[src/verilog/pmx_pkg.sv]
// Shared constants for the shared-pin multiplexer of the DMA and bus group
package pmx_pkg;

  // ----------------------------------------------------------------
  // Pin slots within the pin vectors
  // ----------------------------------------------------------------
  localparam int NUM_PINS = 12;
  localparam int PIN_ACK = 0;        // Acceptance output / port_b_bit4
  localparam int PIN_END_STOP = 1;   // End output, stop input / port_b_bit5
  localparam int PIN_FLY_WR = 2;     // Fly-by write strobe / port_b_bit6
  localparam int PIN_FLY_RD = 3;     // Fly-by read strobe / port_b_bit7
  localparam int PIN_CS0 = 4;        // Chip select 0 / port_a_bit0
  localparam int PIN_CS1 = 5;        // Chip select 1 / port_a_bit1
  localparam int PIN_CS2 = 6;        // Chip select 2 / port_a_bit2
  localparam int PIN_CS3 = 7;        // Chip select 3 / port_a_bit3
  localparam int PIN_READY = 8;      // Ready input, capture 0 / port8_bit0
  localparam int PIN_GRANT = 9;      // Grant output, capture 1 / port8_bit1
  localparam int PIN_REQUEST = 10;   // Request input, capture 2 / port8_bit2
  localparam int PIN_READ = 11;      // Read strobe / port8_bit3
  localparam int CAP_BASE = 8;       // First pin that carries a capture input
  localparam int NUM_CAP = 3;

  // ----------------------------------------------------------------
  // Reset values and idle levels
  // ----------------------------------------------------------------
  localparam logic [11:0] RST_PIN_OUT = 12'h000;
  localparam logic [11:0] RST_PIN_OE = 12'h000;
  localparam logic RST_SYNC = 1'h0;
  localparam logic IDLE_STOP = 1'h1;     // Stop input is active low
  localparam logic IDLE_READY = 1'h1;    // Ready held high: no wait states
  localparam logic IDLE_REQUEST = 1'h0;  // Request is active high
  localparam logic IDLE_CAPTURE = 1'h0;
  localparam logic GRANT_ACTIVE = 1'h0;  // Grant pin is low while released

endpackage : pmx_pkg

[src/verilog/pmx_drv_if.sv]
// Selected pin levels passed from the mux core to the pin driver
`timescale 1ns/10ps
`default_nettype none
interface pmx_drv_if #(parameter int N = 12);
  logic [N-1:0] sel_out;  // Level chosen for each pin
  logic [N-1:0] sel_oe;   // Drive chosen for each pin
  logic [N-1:0] pin_out;  // Registered level on the pins
  logic [N-1:0] pin_oe;   // Registered drive on the pins
  modport src (output sel_out, output sel_oe, input pin_out, input pin_oe);
  modport drv (input sel_out, input sel_oe, output pin_out, output pin_oe);
endinterface : pmx_drv_if
`default_nettype wire

[src/verilog/pmx_drive.sv]
// Output register stage that holds the level and drive of every pin
`timescale 1ns/10ps
`default_nettype none
module pmx_drive #(
  parameter int N = 12
) (
  // Clock and reset
  input wire logic clk,
  input wire logic nrst,
  // Selection from the core
  pmx_drv_if.drv drv
);

  // ----------------------------------------------------------------
  // State
  // ----------------------------------------------------------------
  typedef struct packed {
    logic [N-1:0] out;  // Pin level
    logic [N-1:0] oe;   // Pin drive, high while driving
  } pmx_drive_t;

  pmx_drive_t st;
  pmx_drive_t next_st;

  // Take the selection; pins float after reset so nothing fights
  always_comb begin
    next_st.out = drv.sel_out;
    next_st.oe = drv.sel_oe;
    if (!nrst) begin
      next_st.out = pmx_pkg::RST_PIN_OUT[N-1:0];
      next_st.oe = pmx_pkg::RST_PIN_OE[N-1:0];
    end
  end

  // Register the state
  always_ff @(posedge clk) begin
    st <= next_st;
  end

  assign drv.pin_out = st.out;
  assign drv.pin_oe = st.oe;

endmodule : pmx_drive
`default_nettype wire

[src/verilog/pmx_mux.sv]
// Shared-pin multiplexer for DMA channel 1, chip selects and bus control
`timescale 1ns/10ps
`default_nettype none

// Notes on behaviour
// - Acceptance pin: ack when enabled, else port
// - End/stop pin drives end when enabled
// - End/stop pin feeds stop when enabled
// - End/stop pin is port only if both off
// - Fly-by write pin: strobe or port
// - Fly-by read pin: strobe or port
// - Chip select 0 in bus mode, else port
// - Chip selects 1-3 per own enable, else port
// - Ready pin feeds ready when enabled, else port
// - Grant pin low while bus released
// - Grant pin is port when disabled
// - Request pin is port when disabled
// - Read strobe in bus mode, else port
// - Capture inputs sample pins whenever selected
module pmx_mux #(
  parameter int N = 12
) (
  // Clock and reset
  input wire logic clk,
  input wire logic nrst,
  // Shared pins
  input wire logic [N-1:0] pin_in,
  output logic [N-1:0] pin_out,
  output logic [N-1:0] pin_oe,
  // Peripheral outputs
  input wire logic dma_ack_out_1,
  input wire logic dma_end_out_1,
  input wire logic flyby_write_strobe,
  input wire logic flyby_read_strobe,
  input wire logic chip_sel_0,
  input wire logic chip_sel_1,
  input wire logic chip_sel_2,
  input wire logic chip_sel_3,
  input wire logic bus_released,
  input wire logic bus_read_strobe,
  // Function enables and mode
  input wire logic ack_en,
  input wire logic end_en,
  input wire logic stop_en,
  input wire logic fly_wr_en,
  input wire logic fly_rd_en,
  input wire logic [3:1] chip_sel_en,
  input wire logic ready_en,
  input wire logic grant_en,
  input wire logic request_en,
  input wire logic ext_bus_mode,
  input wire logic [2:0] capture_sel,
  // General-purpose port
  input wire logic [N-1:0] port_out,
  input wire logic [N-1:0] port_dir,
  output logic [N-1:0] port_in,
  // Inputs delivered to peripherals
  output logic dma_stop_in_1,
  output logic bus_ready_in,
  output logic bus_request_in,
  output logic capture_input_0,
  output logic capture_input_1,
  output logic capture_input_2
);

  // ----------------------------------------------------------------
  // Pin input synchroniser and output driver
  // ----------------------------------------------------------------
  logic [N-1:0] pin_sync;  // Pin levels after two flops

  pmx_drv_if #(.N(N)) drv_if ();

  pmx_sync #(.N(N)) u_sync (
    .clk(clk),
    .nrst(nrst),
    .async_in(pin_in),
    .sync_out(pin_sync)
  );

  pmx_drive #(.N(N)) u_drive (
    .clk(clk),
    .nrst(nrst),
    .drv(drv_if.drv)
  );

  assign pin_out = drv_if.pin_out;
  assign pin_oe = drv_if.pin_oe;

  // ----------------------------------------------------------------
  // Output selection per pin
  // ----------------------------------------------------------------
  logic [N-1:0] func_sel;  // Pin in its peripheral role
  logic [N-1:0] func_out;  // Peripheral level per pin
  logic [N-1:0] func_oe;   // Peripheral drive per pin

  // Decide each pin's role from the enables and the chip mode
  always_comb begin
    func_sel = '0;
    func_out = '0;
    func_oe = '0;
    func_sel[pmx_pkg::PIN_ACK] = ack_en;
    func_out[pmx_pkg::PIN_ACK] = dma_ack_out_1;
    func_oe[pmx_pkg::PIN_ACK] = 1'h1;
    // Stop alone leaves the pin undriven so the far side can pull it
    func_sel[pmx_pkg::PIN_END_STOP] = end_en | stop_en;
    func_out[pmx_pkg::PIN_END_STOP] = dma_end_out_1;
    func_oe[pmx_pkg::PIN_END_STOP] = end_en;
    func_sel[pmx_pkg::PIN_FLY_WR] = fly_wr_en;
    func_out[pmx_pkg::PIN_FLY_WR] = flyby_write_strobe;
    func_oe[pmx_pkg::PIN_FLY_WR] = 1'h1;
    func_sel[pmx_pkg::PIN_FLY_RD] = fly_rd_en;
    func_out[pmx_pkg::PIN_FLY_RD] = flyby_read_strobe;
    func_oe[pmx_pkg::PIN_FLY_RD] = 1'h1;
    func_sel[pmx_pkg::PIN_CS0] = ext_bus_mode;
    func_out[pmx_pkg::PIN_CS0] = chip_sel_0;
    func_oe[pmx_pkg::PIN_CS0] = 1'h1;
    func_sel[pmx_pkg::PIN_CS3:pmx_pkg::PIN_CS1] = chip_sel_en;
    func_out[pmx_pkg::PIN_CS3:pmx_pkg::PIN_CS1] = {chip_sel_3, chip_sel_2, chip_sel_1};
    func_oe[pmx_pkg::PIN_CS3:pmx_pkg::PIN_CS1] = 3'h7;
    // Ready is input only; the pin is released while enabled
    func_sel[pmx_pkg::PIN_READY] = ready_en;
    func_sel[pmx_pkg::PIN_GRANT] = grant_en;
    func_out[pmx_pkg::PIN_GRANT] = bus_released ? pmx_pkg::GRANT_ACTIVE
                                                : ~pmx_pkg::GRANT_ACTIVE;
    func_oe[pmx_pkg::PIN_GRANT] = 1'h1;
    func_sel[pmx_pkg::PIN_REQUEST] = request_en;
    func_sel[pmx_pkg::PIN_READ] = ext_bus_mode;
    func_out[pmx_pkg::PIN_READ] = bus_read_strobe;
    func_oe[pmx_pkg::PIN_READ] = 1'h1;
  end

  // Port bits take over any pin not in its peripheral role
  genvar g;
  generate
    for (g = 0; g < N; g++) begin : g_pin
      assign drv_if.sel_out[g] = func_sel[g] ? func_out[g] : port_out[g];
      assign drv_if.sel_oe[g] = func_sel[g] ? func_oe[g] : port_dir[g];
    end
  endgenerate

  // ----------------------------------------------------------------
  // Inputs delivered to peripherals
  // ----------------------------------------------------------------
  typedef struct packed {
    logic [N-1:0] port_in;   // Port read-back, the wire level in every role; zero in reset
    logic stop;
    logic ready;
    logic request;
    logic [2:0] capture;
    logic [1:0] age;         // Cycles since reset, saturating at 3
  } pmx_mux_t;

  pmx_mux_t st;
  pmx_mux_t next_st;

  // Route synchronised pin levels; disabled inputs sit at idle
  always_comb begin
    next_st = st;
    next_st.port_in = pin_sync;
    next_st.stop = stop_en ? pin_sync[pmx_pkg::PIN_END_STOP]
                           : pmx_pkg::IDLE_STOP;
    next_st.ready = ready_en ? pin_sync[pmx_pkg::PIN_READY]
                             : pmx_pkg::IDLE_READY;
    // A request only counts while its input is enabled
    next_st.request = request_en ? pin_sync[pmx_pkg::PIN_REQUEST]
                                 : pmx_pkg::IDLE_REQUEST;
    // Capture samples the wire even if the port drives it
    for (int i = 0; i < pmx_pkg::NUM_CAP; i++) begin
      next_st.capture[i] = capture_sel[i] ? pin_sync[pmx_pkg::CAP_BASE + i]
                                          : pmx_pkg::IDLE_CAPTURE;
    end
    if (st.age != 2'h3) begin
      next_st.age = st.age + 2'h1;
    end
    if (!nrst) begin
      next_st.port_in = '0;
      next_st.stop = pmx_pkg::IDLE_STOP;
      next_st.ready = pmx_pkg::IDLE_READY;
      next_st.request = pmx_pkg::IDLE_REQUEST;
      next_st.capture = {3{pmx_pkg::IDLE_CAPTURE}};
      next_st.age = 2'h0;
    end
  end

  // Register the state
  always_ff @(posedge clk) begin
    st <= next_st;
  end

  assign port_in = st.port_in;
  assign dma_stop_in_1 = st.stop;
  assign bus_ready_in = st.ready;
  assign bus_request_in = st.request;
  assign capture_input_0 = st.capture[0];
  assign capture_input_1 = st.capture[1];
  assign capture_input_2 = st.capture[2];

  // ----------------------------------------------------------------
  // Assertions
  // ----------------------------------------------------------------
  logic live;  // Three clean cycles since reset, so all $past depths are valid
  assign live = (st.age == 2'h3);

  property p_ack_pin;
    @(posedge clk) disable iff (!nrst)
    live |-> pin_out[0] == ($past(ack_en) ? $past(dma_ack_out_1) : $past(port_out[0]));
  endproperty
  a_ack_pin: assert property (p_ack_pin) else $error("ack pin level wrong");

  property p_end_drive;
    @(posedge clk) disable iff (!nrst)
    live && $past(end_en) |-> pin_oe[1] && pin_out[1] == $past(dma_end_out_1);
  endproperty
  a_end_drive: assert property (p_end_drive) else $error("end output not driven");

  property p_stop_feed;
    @(posedge clk) disable iff (!nrst)
    live && $past(stop_en) |-> dma_stop_in_1 == $past(pin_in[1], 3);
  endproperty
  a_stop_feed: assert property (p_stop_feed) else $error("stop input not fed");

  property p_end_stop_port;
    @(posedge clk) disable iff (!nrst)
    live && !$past(end_en) && !$past(stop_en) |->
      pin_oe[1] == $past(port_dir[1]) && dma_stop_in_1 == pmx_pkg::IDLE_STOP;
  endproperty
  a_end_stop_port: assert property (p_end_stop_port) else $error("end/stop not port");

  property p_stop_only_release;
    @(posedge clk) disable iff (!nrst)
    live && !$past(end_en) && $past(stop_en) |-> !pin_oe[1];
  endproperty
  a_stop_only_release: assert property (p_stop_only_release)
    else $error("stop pin driven");

  property p_flyby;
    @(posedge clk) disable iff (!nrst)
    live |-> pin_out[2] == ($past(fly_wr_en) ? $past(flyby_write_strobe) : $past(port_out[2]))
          && pin_out[3] == ($past(fly_rd_en) ? $past(flyby_read_strobe) : $past(port_out[3]));
  endproperty
  a_flyby: assert property (p_flyby) else $error("fly-by strobe pin wrong");

  property p_bus_mode;
    @(posedge clk) disable iff (!nrst)
    live && $past(ext_bus_mode) |->
      pin_oe[4] && pin_oe[11] && pin_out[4] == $past(chip_sel_0)
      && pin_out[11] == $past(bus_read_strobe);
  endproperty
  a_bus_mode: assert property (p_bus_mode) else $error("bus mode pins wrong");

  property p_cs1_port;
    @(posedge clk) disable iff (!nrst)
    live && !$past(chip_sel_en[1]) |->
      pin_out[5] == $past(port_out[5]) && pin_oe[5] == $past(port_dir[5]);
  endproperty
  a_cs1_port: assert property (p_cs1_port) else $error("chip select 1 port wrong");

  property p_grant;
    @(posedge clk) disable iff (!nrst)
    live && $past(grant_en) |-> pin_oe[9] && (pin_out[9] == !$past(bus_released));
  endproperty
  a_grant: assert property (p_grant) else $error("grant pin wrong");

  property p_request;
    @(posedge clk) disable iff (!nrst)
    live |-> bus_request_in == ($past(request_en) && $past(pin_in[10], 3));
  endproperty
  a_request: assert property (p_request) else $error("request input wrong");

  property p_ready;
    @(posedge clk) disable iff (!nrst)
    live && !$past(ready_en) |-> bus_ready_in && (pin_oe[8] == $past(port_dir[8]));
  endproperty
  a_ready: assert property (p_ready) else $error("ready pin wrong");

  property p_capture;
    @(posedge clk) disable iff (!nrst)
    live && $past(capture_sel[1]) |-> capture_input_1 == $past(pin_in[9], 3);
  endproperty
  a_capture: assert property (p_capture) else $error("capture not sampled");

  // Chip select 3 is driven one cycle after its own enable is seen
  property p_cs3_drive;
    @(posedge clk) disable iff (!nrst)
    live && $past(chip_sel_en[3]) |-> pin_oe[7] && pin_out[7] == $past(chip_sel_3);
  endproperty
  a_cs3_drive: assert property (p_cs3_drive) else $error("chip select 3 not driven");

  // Single-chip mode hands chip select 0 and the read pin back to the port
  property p_chip_port;
    @(posedge clk) disable iff (!nrst)
    live && !$past(ext_bus_mode) |->
      pin_out[4] == $past(port_out[4]) && pin_oe[11] == $past(port_dir[11]);
  endproperty
  a_chip_port: assert property (p_chip_port) else $error("port pins wrong");

  // An unselected capture input must sit at idle, whatever the wire does
  property p_capture_idle;
    @(posedge clk) disable iff (!nrst)
    live && !$past(capture_sel[0]) |-> !capture_input_0;
  endproperty
  a_capture_idle: assert property (p_capture_idle) else $error("capture not idle");

  // Grant pin disabled: level and drive come from the port alone
  property p_grant_port;
    @(posedge clk) disable iff (!nrst)
    live && !$past(grant_en) |->
      pin_oe[9] == $past(port_dir[9]) && pin_out[9] == $past(port_out[9]);
  endproperty
  a_grant_port: assert property (p_grant_port) else $error("grant port wrong");

  c_ack_on: cover property (@(posedge clk) disable iff (!nrst) live && pin_oe[0] && $past(ack_en));
  c_stop_seen: cover property (@(posedge clk) disable iff (!nrst) $fell(dma_stop_in_1));
  c_grant_low: cover property (@(posedge clk) disable iff (!nrst) $past(grant_en) && !pin_out[9]);
  c_single_chip: cover property (@(posedge clk) disable iff (!nrst) live && !$past(ext_bus_mode));

endmodule : pmx_mux
`default_nettype wire

[src/verilog/pmx_sync.sv]
// Two-flop synchroniser for pin levels entering the clock domain
`timescale 1ns/10ps
`default_nettype none
module pmx_sync #(
  parameter int N = 12
) (
  // Clock and reset
  input wire logic clk,
  input wire logic nrst,
  // Levels
  input wire logic [N-1:0] async_in,
  output logic [N-1:0] sync_out
);

  // ----------------------------------------------------------------
  // State
  // ----------------------------------------------------------------
  typedef struct packed {
    logic [N-1:0] stage1;  // Read only by stage2
    logic [N-1:0] stage2;
  } pmx_sync_t;

  pmx_sync_t st;
  pmx_sync_t next_st;

  // Shift each bit one stage per clock
  always_comb begin
    next_st = st;
    for (int i = 0; i < N; i++) begin
      next_st.stage1[i] = async_in[i];
      next_st.stage2[i] = st.stage1[i];
    end
    if (!nrst) begin
      next_st.stage1 = {N{pmx_pkg::RST_SYNC}};
      next_st.stage2 = {N{pmx_pkg::RST_SYNC}};
    end
  end

  // Register the state
  always_ff @(posedge clk) begin
    st <= next_st;
  end

  assign sync_out = st.stage2;

endmodule : pmx_sync
`default_nettype wire
[config.mk]
export PLATFORM = sky130hd
export DESIGN_NAME = pmx_mux
export DESIGN_NICKNAME = d
export VERILOG_FILES = /design/src/verilog/pmx_pkg.sv /design/src/verilog/pmx_drv_if.sv /design/src/verilog/pmx_drive.sv /design/src/verilog/pmx_mux.sv /design/src/verilog/pmx_sync.sv
export SDC_FILE = /design/constraint.sdc
export NUM_CORES = 1
export LEC_CHECK = 0
export ABC_AREA = 1
export BUFFER_PORTS_ARGS = -buffer_cell sky130_fd_sc_hd__buf_2
export CAP_MARGIN = 20
export CORE_MARGIN = 1.5
export CORE_UTILIZATION = 43
export CTS_CLUSTER_DIAMETER = 80
export CTS_CLUSTER_SIZE = 30
export DETAILED_ROUTE_END_ITERATION = 8
export PLACE_DENSITY = 0.81
export REMOVE_ABC_BUFFERS = 1
export SETUP_SLACK_MARGIN = 0.02
export SLEW_MARGIN = 20
export SYNTH_ARGS = -nofsm -noshare
export SYNTH_HDL_FRONTEND = slang
export SYNTH_SLANG_ARGS = --single-unit
[constraint.sdc]
create_clock -name clk -period 1.03 [get_ports clk]
set_clock_uncertainty 0.2 [all_clocks]
set_input_delay 0.0515 -clock clk [delete_from_list [all_inputs] [get_ports clk]]
set_output_delay 0.0515 -clock clk [all_outputs]
set_load 0.005 [all_outputs]
==> summary.md, run 1 <==
### STA
- **fraction of the cycle the final worst path needs** 0.989
- **Slew headroom** 0.863
- **clock period minus worst slack** 1020 ps
- **number of pins with negative max-slew slack in the final report** 0
- **number of endpoints with negative hold slack in the final report** 20
- **Worst Hold Slack** -137 ps
- **RSZ-0062 raised after global routing** true
- **transition time at the pin with the least slew margin** 205 ps
- **Final setup violation count** 0
- **achievable clock frequency** 982 MHz
- **setup TNS** 0 ps

### Critical path
- **startpoint types** flip-flop
- **startpoint of the most critical setup path** port_in[9]
- **delay-heaviest family, CP** flip-flops
- **slowest library cell on the worst path** sky130_fd_sc_hd__dfxtp_1
- **biggest fanout along the worst timing path** 1
- **R2R Path Start** u_sync.sync_out[1]
- **required time at the endpoint of the critical path** 780 ps
- **Bufs and invs on worst path** 1
- **critical path, cell by cell** buf_2
- **Critical Path Sink Type** output port
- **path length in cells of the critical path** 1
- **arrival time of the worst setup path** 770 ps
- **max incr delay on CP** 330 ps
- **r2r worst-path depth** 2
- **category of the most critical setup path** flip-flop to output port

### Synth
- **Synth Area per Inst** 8.87 um^2
- **proportion of netlist area held by the largest area contributor** 0.668
- **warning count from the yosys run** 0
- **sequential area share after synthesis** 0.668
- **main area contributors after synthesis** sky130_fd_sc_hd__dfxtp_1 (67%), sky130_fd_sc_hd__inv_1 (9.3%), sky130_fd_sc_hd__nor2_1 (8.5%)
- **synthesis-stage register bit count** 66
- **Cell Area, Synth** 0.00198 mm^2
- **library cell with the largest summed area after synthesis** sky130_fd_sc_hd__dfxtp_1
- **cells after synthesis** 223
- **Distinct cells, synth** 13

### Placed design
- **placer's final routability congestion estimate** 0.678
- **Buffers on Ports** 104
- **Post-DP Area** 0.00255 mm^2
- **estimated wirelength of the detail-placed design** 2.75 mm

### Global routing
- **number of global-route vias before repair** 2038
- **largest net degree at the start of global routing** 30
- **initial antenna violation count** 0
- **grt total ovfl** 0
- **first-pass GRT wire length** 8.65 mm
- **global-route usage over all layers** 0.227

### Detailed routing
- **DRC violations left** 0
- **routed via count** 1934
- **Pre-Repair DR Iteration Count** 4
- **drt via density** 4.26
- **detailed router's first-iteration violation count** 76
- **routed wire length** 5.42 mm
- **number of nets still failing antenna checks after routing** 0
- **final routed wire length divided by cell count** 11.9 um

### Cells and area
- **share of layout cells above drive strength 1** 0.351
- **number of inserted diodes** 0
- **synthesis-to-layout area growth** 75.4%
- **layout net count** 460
- **final std cell area, no fill** 0.00347 mm^2

### Pwr
- **internal power component** 4610 uW
- **maximum VDD drop** 1540 uV
- **power density of the placed cells** 1670 mW/mm^2
- **portion of total power attributed to the clock network** 0.426
- **net switching power figure** 1180 uW
- **Pleak** 0.00198 uW
- **Reg power frac** 0.469
- **share of total power in combinational logic** 0.105
- **switching part of the total** 0.204

### CTS
- **clock transition at the register clock pins on the worst setup and hold paths after CTS** 70 ps
- **# clock sinks** 66
- **CTS root buf** sky130_fd_sc_hd__clkbuf_8
- **number of buffers inserted during clock tree synthesis** 9
- **clock latency on the worst-skew pair** 320 ps
- **CTS tree** yes
- **maximum clock insertion buffer count** 2
- **Hold-fix buffers, CTS** 62
- **level count of the clock H-tree** 3

### Run status
- **result of the run** finished, violations left
- **violated checks** negative hold slack

### Floorplan
- **chip width** 70.8 um
- **total I/O pin count** 105
- **num rows** 24
- **Initial Util** 0.451
- **area of the core** 0.00438 mm^2
- **height of the die** 70.8 um
- **die area** 0.00502 mm^2

### Flow run
- **total of max-cap violations** 0

### Hold path
- **Hold/Removal Path Class** input pin to flip-flop
- **startpoint of the lowest-slack hold path** nrst
- **cell depth of the worst hold path** 3

==> metal layers <==
metal	up-vias	wire, um	track usage	part of all wire
met2	75	3080	0.450	0.57
met3	17	246	0.0427	0.045
met4	0	178	0.130	0.033
met1	864	1910	0.212	0.35
met5	-	0	0	0
li1	978	-	-	-
==> what timing repair did <==
| action | in CTS | in global routing |
|---|---|---|
| buffers inserted | 0 | 0 |
| cloned | 0 | 0 |
| endpoints found under the hold margin | 48 | 10 |
| endpoints found under the setup margin | 9 | 40 |
| resized for setup | 3 | 20 |
| pin swaps | 0 | 0 |
==> flip-flops by register name, indices dropped and copies added (netlist names) <==
signal / count
u_sync.sync_out: 12
u_drive.drv.pin_oe: 12
capture_input_2: 1
bus_request_in: 1
u_drive.drv.pin_out: 12
u_sync.st: 12
capture_input_0: 1
dma_stop_in_1: 1
capture_input_1: 1
port_in: 12
bus_ready_in: 1
==> power groups by stage <==
stage	Combinational, uW	Sequential, uW	Clock (uW)
floorplan	112	2770	0
global placement	380	2760	0
detailed placement	394	2760	0
CTS	575	2710	2520
global route	676	2720	2630
finish	610	2710	2460
==> logic make-up after synthesis <==
kind of cell | synth area share
buffers and inverters | 0.127
flip-flops | 0.668
AND/OR/NAND/NOR | 0.182
AO/OA/AOI/OAI | 0.0228
==> Yosys cell counts (all sizes together) <==
master / n
dfxtp: 66
inv: 50
nor2: 45
nand2: 41
o21ai: 8
buf: 7
and3: 2
nor3b: 2
a21oi: 1
nand3b: 1
==> stage by stage <==
step	hold slack, ps	cells	total power, uW	utilization	worst slack [ps]
finish	-137	454	5790	0.791	11.5
detailed placement	39.0	377	3160	0.582	113
floorplan	-79.8	216	2880	-	296
global route	-131	454	6030	0.791	-27.9
CTS	-151	455	5800	0.778	4.33
global placement	31.5	377	3140	0.582	142
==> cell usage in the layout, fill, tap and decap left out <==
master and instances:
sky130_fd_sc_hd__clkinv_2 1, sky130_fd_sc_hd__nand2_2 1, sky130_fd_sc_hd__clkinvlp_4 1, sky130_fd_sc_hd__nand3b_1 1
sky130_fd_sc_hd__buf_2 95, sky130_fd_sc_hd__a21oi_1 1, sky130_fd_sc_hd__inv_2 1, sky130_fd_sc_hd__dfxtp_1 53
sky130_fd_sc_hd__nor2_2 1, sky130_fd_sc_hd__dfxtp_2 13, sky130_fd_sc_hd__clkbuf_8 12, sky130_fd_sc_hd__nor3b_1 2
sky130_fd_sc_hd__inv_1 49, sky130_fd_sc_hd__dlygate4sd3_1 61, sky130_fd_sc_hd__o21ai_1 8, sky130_fd_sc_hd__buf_12 1
sky130_fd_sc_hd__buf_6 8, sky130_fd_sc_hd__nor2_1 44, sky130_fd_sc_hd__buf_4 4, sky130_fd_sc_hd__nand2_1 40
sky130_fd_sc_hd__bufinv_16 2, sky130_fd_sc_hd__clkbuf_4 1, sky130_fd_sc_hd__and3_1 2
==> final timing paths <==
path	endpoint	slack, ps
hold / removal	u_drive.drv.pin_out[9]	-140
hold reg to reg	u_sync.sync_out[4]	210
setup reg to reg	dma_stop_in_1	250
setup / recovery	port_in[9]	10
==> cell type report <==
| class | instances | area (um^2) |
|---|---|---|
| sequential | 66 | 1340 |
| timing repair buffer | 170 | 1230 |
| fill | 274 | 915 |
| multi-input combinational | 100 | 408 |
| inverter | 50 | 188 |
| clock buffer | 12 | 165 |
| clock inverter | 4 | 72.6 |
| tap | 52 | 65.1 |
==> worst register-to-register path, delay by kind of cell, from the launching register on <==
kind             cells  cell delay [ps]
flip-flops           1              310
AND/OR/NAND/NOR      2              160
Note: power is estimated with default switching activity, not from simulation.
==> run 2: changes to the inputs <==
CORE_UTILIZATION = 46   (was 43)
CTS_BUF_LIST = sky130_fd_sc_hd__clkbuf_4   (was not set)
PLACE_DENSITY = 0.86   (was 0.81)
==> run 2 against run 1 <==
Effect of this change: the flow finishes with violations (negative hold slack, negative setup slack); die area decreased by 6.3%; critical path type unchanged; critical endpoint is now bus_request_in; largest cell class unchanged; power decreased by 9.8%; sequential power about the same; core utilization rose by 4.9 points; critical path depth did not move.
==> summary.md, run 2 (same netlist as run 1, synthesis figures left out) <==
### Critical path
- **delay-heaviest family, CP** flip-flops, unchanged
- **slowest library cell on the worst path** sky130_fd_sc_hd__dfxtp_2, was sky130_fd_sc_hd__dfxtp_1
- **max incr delay on CP** 340 ps, was 330 ps
- **biggest fanout along the worst timing path** 1, unchanged
- **arrival time of the worst setup path** 860 ps, was 770 ps
- **Critical Path Sink Type** output port, unchanged
- **required time at the endpoint of the critical path** 780 ps, about the same
- **Bufs and invs on worst path** 1, unchanged
- **critical path, cell by cell** buf_2, unchanged
- **category of the most critical setup path** flip-flop to output port, unchanged
- **startpoint types** flip-flop, unchanged

### STA
- **final setup margin** -78.6 ps, was 11.5 ps
- **transition time at the pin with the least slew margin** 228 ps, was 205 ps
- **fraction of the cycle the final worst path needs** 1.08, was 0.989
- **clock period minus worst slack** 1110 ps, was 1020 ps
- **Slew headroom** 0.848, was 0.863
- **number of endpoints with negative hold slack in the final report** 65, was 20
- **setup TNS** -2100 ps, was 0 ps
- **Worst Hold Slack** -232 ps, was -137 ps
- **RSZ-0062 raised after global routing** true, unchanged
- **achievable clock frequency** 902 MHz, was 982 MHz
- **Final setup violation count** 42, was 0
- **number of pins with negative max-slew slack in the final report** 0, unchanged

### CTS
- **CTS root buf** sky130_fd_sc_hd__clkbuf_4, was sky130_fd_sc_hd__clkbuf_8
- **clock transition at the register clock pins on the worst setup and hold paths after CTS** 110 ps, was 70 ps
- **clock latency on the worst-skew pair** 400 ps, was 320 ps
- **buffers inserted by post-CTS timing repair** 0, unchanged
- **maximum clock insertion buffer count** 2, unchanged
- **Hold-fix buffers, CTS** 61, was 62
- **number of buffers inserted during clock tree synthesis** 9, unchanged
- **# clock sinks** 66, unchanged
- **level count of the clock H-tree** 3, unchanged
- **CTS tree** yes, unchanged

### Global routing
- **initial antenna violation count** 0, unchanged
- **global-route usage over all layers** 0.232, was 0.227
- **number of global-route vias before repair** 1816, was 2038
- **largest net degree at the start of global routing** 24, was 30
- **first-pass GRT wire length** 7.55 mm, was 8.65 mm
- **grt total ovfl** 0, unchanged

### Detailed routing
- **number of nets still failing antenna checks after routing** 0, unchanged
- **detailed router's first-iteration violation count** 91, was 76
- **Pre-Repair DR Iteration Count** 4, unchanged
- **DRC violations left** 0, unchanged
- **routed via count** 1943, was 1934
- **routed wire length** 5.67 mm, was 5.42 mm
- **final routed wire length divided by cell count** 12.6 um, was 11.9 um
- **drt via density** 4.33, was 4.26

### Cells and area
- **number of inserted diodes** 0, unchanged
- **count of placed standard cells in the final layout, fillers left out** 449, was 454
- **most common cell after layout, fill and taps aside** sky130_fd_sc_hd__buf_2, unchanged
- **synthesis-to-layout area growth** 72.4%, was 75.4%
- **layout net count** 457, was 460
- **Core Util, Final** 0.840, was 0.791
- **fillcell total** 224, was 274
- **multi-input gate area in the final layout** 405 um^2, was 408 um^2
- **area taken by flip-flops and latches** 0.00134 mm^2, about the same
- **commonest cells after routing, fill and taps aside** sky130_fd_sc_hd__buf_2 (91), sky130_fd_sc_hd__dlygate4sd3_1 (61), sky130_fd_sc_hd__dfxtp_1 (51), was sky130_fd_sc_hd__buf_2 (95), sky130_fd_sc_hd__dlygate4sd3_1 (61), sky130_fd_sc_hd__dfxtp_1 (53)
- **share of layout cells above drive strength 1** 0.346, was 0.351

### Floorplan
- **height of the die** 68.6 um, was 70.8 um
- **num rows** 23, was 24
- **area of the core** 0.00406 mm^2, was 0.00438 mm^2
- **chip width** 68.6 um, was 70.8 um
- **die area** 0.00470 mm^2, was 0.00502 mm^2
- **Initial Util** 0.488, was 0.451
- **total I/O pin count** 105, unchanged

### Pwr
- **switching part of the total** 0.227, was 0.204
- **power density of the placed cells** 1530 mW/mm^2, was 1670 mW/mm^2
- **internal power component** 4030 uW, was 4610 uW
- **maximum VDD drop** 1340 uV, was 1540 uV
- **Pleak** 0.00194 uW, was 0.00198 uW
- **portion of total power attributed to the clock network** 0.362, was 0.426
- **net switching power figure** 1190 uW, was 1180 uW
- **Reg power frac** 0.520, was 0.469
- **share of total power in combinational logic** 0.118, was 0.105

### Placed design
- **Buffers on Ports** 104, unchanged
- **estimated wirelength of the detail-placed design** 2.68 mm, was 2.75 mm
- **Cells after DPL** 372, was 377
- **placer's final routability congestion estimate** 0.665, was 0.678

### Run status
- **result of the run** finished, violations left, unchanged
- **violated checks** negative hold slack, negative setup slack, was negative hold slack

### Flow run
- **total of max-cap violations** 0, unchanged

### Hold path
- **Hold/Removal Path Class** input pin to flip-flop, unchanged

-- run 2: changes by cell type in the layout (fill, tap and decap cells not counted), sizes merged --
cell / previous run / this run
clkinv: 1 / 4
clkbuf: 13 / 9
buf: 108 / 106
-- run 2: power groups by stage --
| stage | Combinational [uW] | Sequential (uW) | Clock [uW] |
|---|---|---|---|
| 2_1_floorplan | 112 | 2770 | 0 |
| 3_3_place_gp | 378 | 2760 | 0 |
| 3_5_place_dp | 391 | 2760 | 0 |
| 4_1_cts | 568 | 2700 | 1930 |
| 5_1_grt | 678 | 2730 | 2080 |
| 6_report | 615 | 2710 | 1890 |
-- run 2: cell type report --
type                            count  area share
Clock inverter                      7      0.0275
Inverter                           50      0.0550
Clock buffer                        9      0.0198
Tap cell                           50      0.0183
Multi-Input combinational cell    100       0.119
Timing Repair Buffer              167       0.367
Sequential cell                    66       0.393
-- run 2: through the flow --
step	worst slack (ps)	hold WS (ps)	cell area [um^2]	power (uW)
3_3_place_gp	153	32.8	2540	3140
6_report	-78.6	-232	3410	5220
3_5_place_dp	92.5	37.1	2540	3150
5_1_grt	-134	-268	3410	5480
2_1_floorplan	296	-79.8	1910	2880
4_1_cts	-87.1	-247	3310	5200
-- run 2: final timing paths --
| check | startpoint | to | slack, ps | cells after the start |
|---|---|---|---|---|
| min reg2reg | u_sync.st[14] | u_sync.sync_out[2] | 220 | 2 |
| min | nrst | u_sync.sync_out[9] | -230 | 3 |
| max reg2reg | u_sync.sync_out[10] | bus_request_in | 230 | 2 |
| max | bus_request_in | bus_request_in | -80 | 1 |
-- run 2: per-layer routing --
metal | vias to the layer above | track usage | part of all wire
li1 | 980 | - | -
met1 | 837 | 0.198 | 0.34
met2 | 96 | 0.425 | 0.54
met3 | 30 | 0.0795 | 0.062
met4 | 0 | 0.190 | 0.059
met5 | - | 0 | 0
-- run 2: worst register-to-register path: cells and delay by family, from the launching register on --
family	cells	cell delay, ps
DFF	1	360
and+or+nand+nor	2	190
-- run 2: what timing repair did --
| item | 4_1_cts | 5_1_grt |
|---|---|---|
| hold endpoints to repair | 66 | 65 |
| gates resized for setup | 0 | 28 |
| setup endpoints to repair | 42 | 42 |
==> run 3: changes to the inputs <==
PLACE_DENSITY = not set   (was 0.86)
PLACE_DENSITY_LB_ADDON = 0.2   (was not set)
==> run 3 against run 2 <==
Effect of this change: wire length shrank 1.4%; hold slack gained 7.0 ps; sequential share of layout area grew 0.34 points; largest power group unchanged; sequential power is essentially flat; setup slack lost 3.1 ps; final area shrank 0.95%; the run still ends with negative hold slack, negative setup slack left; highest routed layer unchanged; combinational power is essentially flat.
==> summary.md, run 3 (same netlist as run 1, synthesis figures left out) <==
### Run status
- **result of the run** finished, violations left, unchanged
- **violated checks** negative hold slack, negative setup slack, unchanged

### Detailed routing
- **DRC violations left** 0, unchanged
- **final routed wire length divided by cell count** 12.3 um, was 12.6 um
- **drt via density** 4.32, was 4.33
- **Pre-Repair DR Iteration Count** 4, unchanged
- **number of nets still failing antenna checks after routing** 0, unchanged
- **detailed router's first-iteration violation count** 87, was 91
- **routed wire length** 5.59 mm, was 5.67 mm
- **routed via count** 1956, was 1943

### CTS
- **clock latency on the worst-skew pair** 390 ps, was 400 ps
- **number of buffers inserted during clock tree synthesis** 9, unchanged
- **CTS root buf** sky130_fd_sc_hd__clkbuf_4, unchanged
- **maximum clock insertion buffer count** 2, unchanged
- **clock transition at the register clock pins on the worst setup and hold paths after CTS** 110 ps, about the same
- **level count of the clock H-tree** 3, unchanged
- **# clock sinks** 66, unchanged
- **CTS tree** yes, unchanged

### Critical path
- **delay-heaviest family, CP** flip-flops, unchanged
- **slowest library cell on the worst path** sky130_fd_sc_hd__dfxtp_1, was sky130_fd_sc_hd__dfxtp_2
- **startpoint of the most critical setup path** port_in[9], was bus_request_in
- **critical path, cell by cell** buf_2, unchanged
- **flop2flop setup slack** 260 ps, was 230 ps
- **r2r worst-path depth** 2, unchanged
- **category of the most critical setup path** flip-flop to output port, unchanged
- **reg-to-reg critical path endpoint** dma_stop_in_1, was bus_request_in
- **Bufs and invs on worst path** 1, unchanged
- **arrival time of the worst setup path** 860 ps, about the same
- **R2R Path Start** u_sync.sync_out[1], was u_sync.sync_out[10]
- **startpoint types** flip-flop, unchanged
- **required time at the endpoint of the critical path** 780 ps, about the same
- **path length in cells of the critical path** 1, unchanged
- **biggest fanout along the worst timing path** 1, unchanged
- **Critical Path End** port_in[9], was bus_request_in
- **Critical Path Sink Type** output port, unchanged
- **max incr delay on CP** 350 ps, was 340 ps

### Global routing
- **first-pass GRT wire length** 7.70 mm, was 7.55 mm
- **grt total ovfl** 0, unchanged
- **initial antenna violation count** 0, unchanged
- **number of global-route vias before repair** 1893, was 1816
- **largest net degree at the start of global routing** 15, was 24
- **global-route usage over all layers** 0.232, about the same

### Floorplan
- **num rows** 23, unchanged
- **area of the core** 0.00406 mm^2, unchanged
- **total I/O pin count** 105, unchanged
- **Initial Util** 0.488, unchanged
- **chip width** 68.6 um, unchanged
- **height of the die** 68.6 um, unchanged
- **die area** 0.00470 mm^2, unchanged

### STA
- **Final setup violation count** 42, unchanged
- **number of endpoints with negative hold slack in the final report** 59, was 65
- **achievable clock frequency** 900 MHz, was 902 MHz
- **Worst Hold Slack** -225 ps, was -232 ps
- **transition time at the pin with the least slew margin** 215 ps, was 228 ps
- **RSZ-0062 raised after global routing** true, unchanged
- **setup TNS** -1840 ps, was -2100 ps
- **clock period minus worst slack** 1110 ps, about the same
- **final setup margin** -81.7 ps, was -78.6 ps
- **number of pins with negative max-slew slack in the final report** 0, unchanged
- **fraction of the cycle the final worst path needs** 1.08, about the same
- **Slew headroom** 0.857, was 0.848

### Placed design
- **Buffers on Ports** 104, unchanged
- **placer's final routability congestion estimate** 0.756, was 0.665
- **estimated wirelength of the detail-placed design** 2.65 mm, was 2.68 mm

### Flow run
- **total of max-cap violations** 0, unchanged

### Cells and area
- **share of layout cells above drive strength 1** 0.345, was 0.346
- **layout net count** 461, was 457
- **synthesis-to-layout area growth** 70.7%, was 72.4%
- **most common cell after layout, fill and taps aside** sky130_fd_sc_hd__buf_2, unchanged
- **number of inserted diodes** 0, unchanged
- **commonest cells after routing, fill and taps aside** sky130_fd_sc_hd__buf_2 (94), sky130_fd_sc_hd__dlygate4sd3_1 (62), sky130_fd_sc_hd__dfxtp_1 (52), was sky130_fd_sc_hd__buf_2 (91), sky130_fd_sc_hd__dlygate4sd3_1 (61), sky130_fd_sc_hd__dfxtp_1 (51)

### Pwr
- **maximum VDD drop** 1450 uV, was 1340 uV
- **Pleak** 0.00194 uW, about the same
- **overall power** 4960 uW, was 5220 uW
- **power density of the placed cells** 1470 mW/mm^2, was 1530 mW/mm^2

### Hold path
- **Hold/Removal Path Class** input pin to flip-flop, unchanged

-- run 3: cell types whose count changed in the layout (fill, tap and decap cells not counted), sizes merged --
cell	previous run	this run
bufinv	2	1
buf	106	108
dlygate4sd3	61	62
clkinv	4	3
clkbuf	9	11
clkinvlp	1	2
-- run 3: area by class of cell --
type,count,area [um^2]
clock inverter,6,57.6
multi-input combinational,100,405
clock buffer,10,75.1
fill,227,681
inverter,50,188
timing repair buffer,171,1250
sequential,66,1340
tap,50,62.6
-- run 3: worst reg2reg max path: stages (launching register included) --
cell	delay (ps)
sky130_fd_sc_hd__dfxtp_1	320
sky130_fd_sc_hd__nor2_1	90
sky130_fd_sc_hd__nand2_1	60
-- run 3: repair_timing --
action	in CTS	in global routing
setup buffers	0	0
hold buffers	62	1
gates resized for setup	0	24
pin swaps	0	0
endpoints found under the hold margin	66	59
endpoints found under the setup margin	42	46
-- run 3: worst min path at each step --
stage | startpoint | endpoint | slack, ps | cells past startpoint
after detailed placement | pin_in[8] | u_sync.st[20] | 30 | 3
after global routing | nrst | port_in[3] | -230 | 3
final | nrst | port_in[5] | -230 | 3
after global placement | pin_in[6] | u_sync.st[18] | 30 | 3
after floorplan | nrst | dma_stop_in_1 | -80 | 1
after CTS | nrst | u_sync.sync_out[5] | -220 | 3
-- run 3: per-stage QoR --
step | hold WS, ps | setup WS (ps) | util | std cells | instance area, um^2
final | -225 | -81.7 | 0.832 | 453 | 3380
after global routing | -228 | -120 | 0.832 | 453 | 3380
after CTS | -224 | -67.0 | 0.813 | 453 | 3300
after detailed placement | 34.3 | 86.9 | 0.628 | 375 | 2550
after global placement | 32.0 | 123 | 0.628 | 375 | 2550
after floorplan | -79.8 | 296 | - | 216 | 1910
-- run 3: where the power goes --
group	switching (uW)	internal, uW	leakage, uW
clock	887	748	0.0000675
combinational	240	372	0.00132
sequential	33.2	2680	0.000551
total	1160	3800	0.00194
-- run 3: metal layers --
metal  up-vias  wire (um)  GRT usage
met3        17        315     0.0666
met2        78       3180      0.435
met4         0        163      0.183
met5         -          0          0
met1       877       1930      0.202
li1        984          -          -
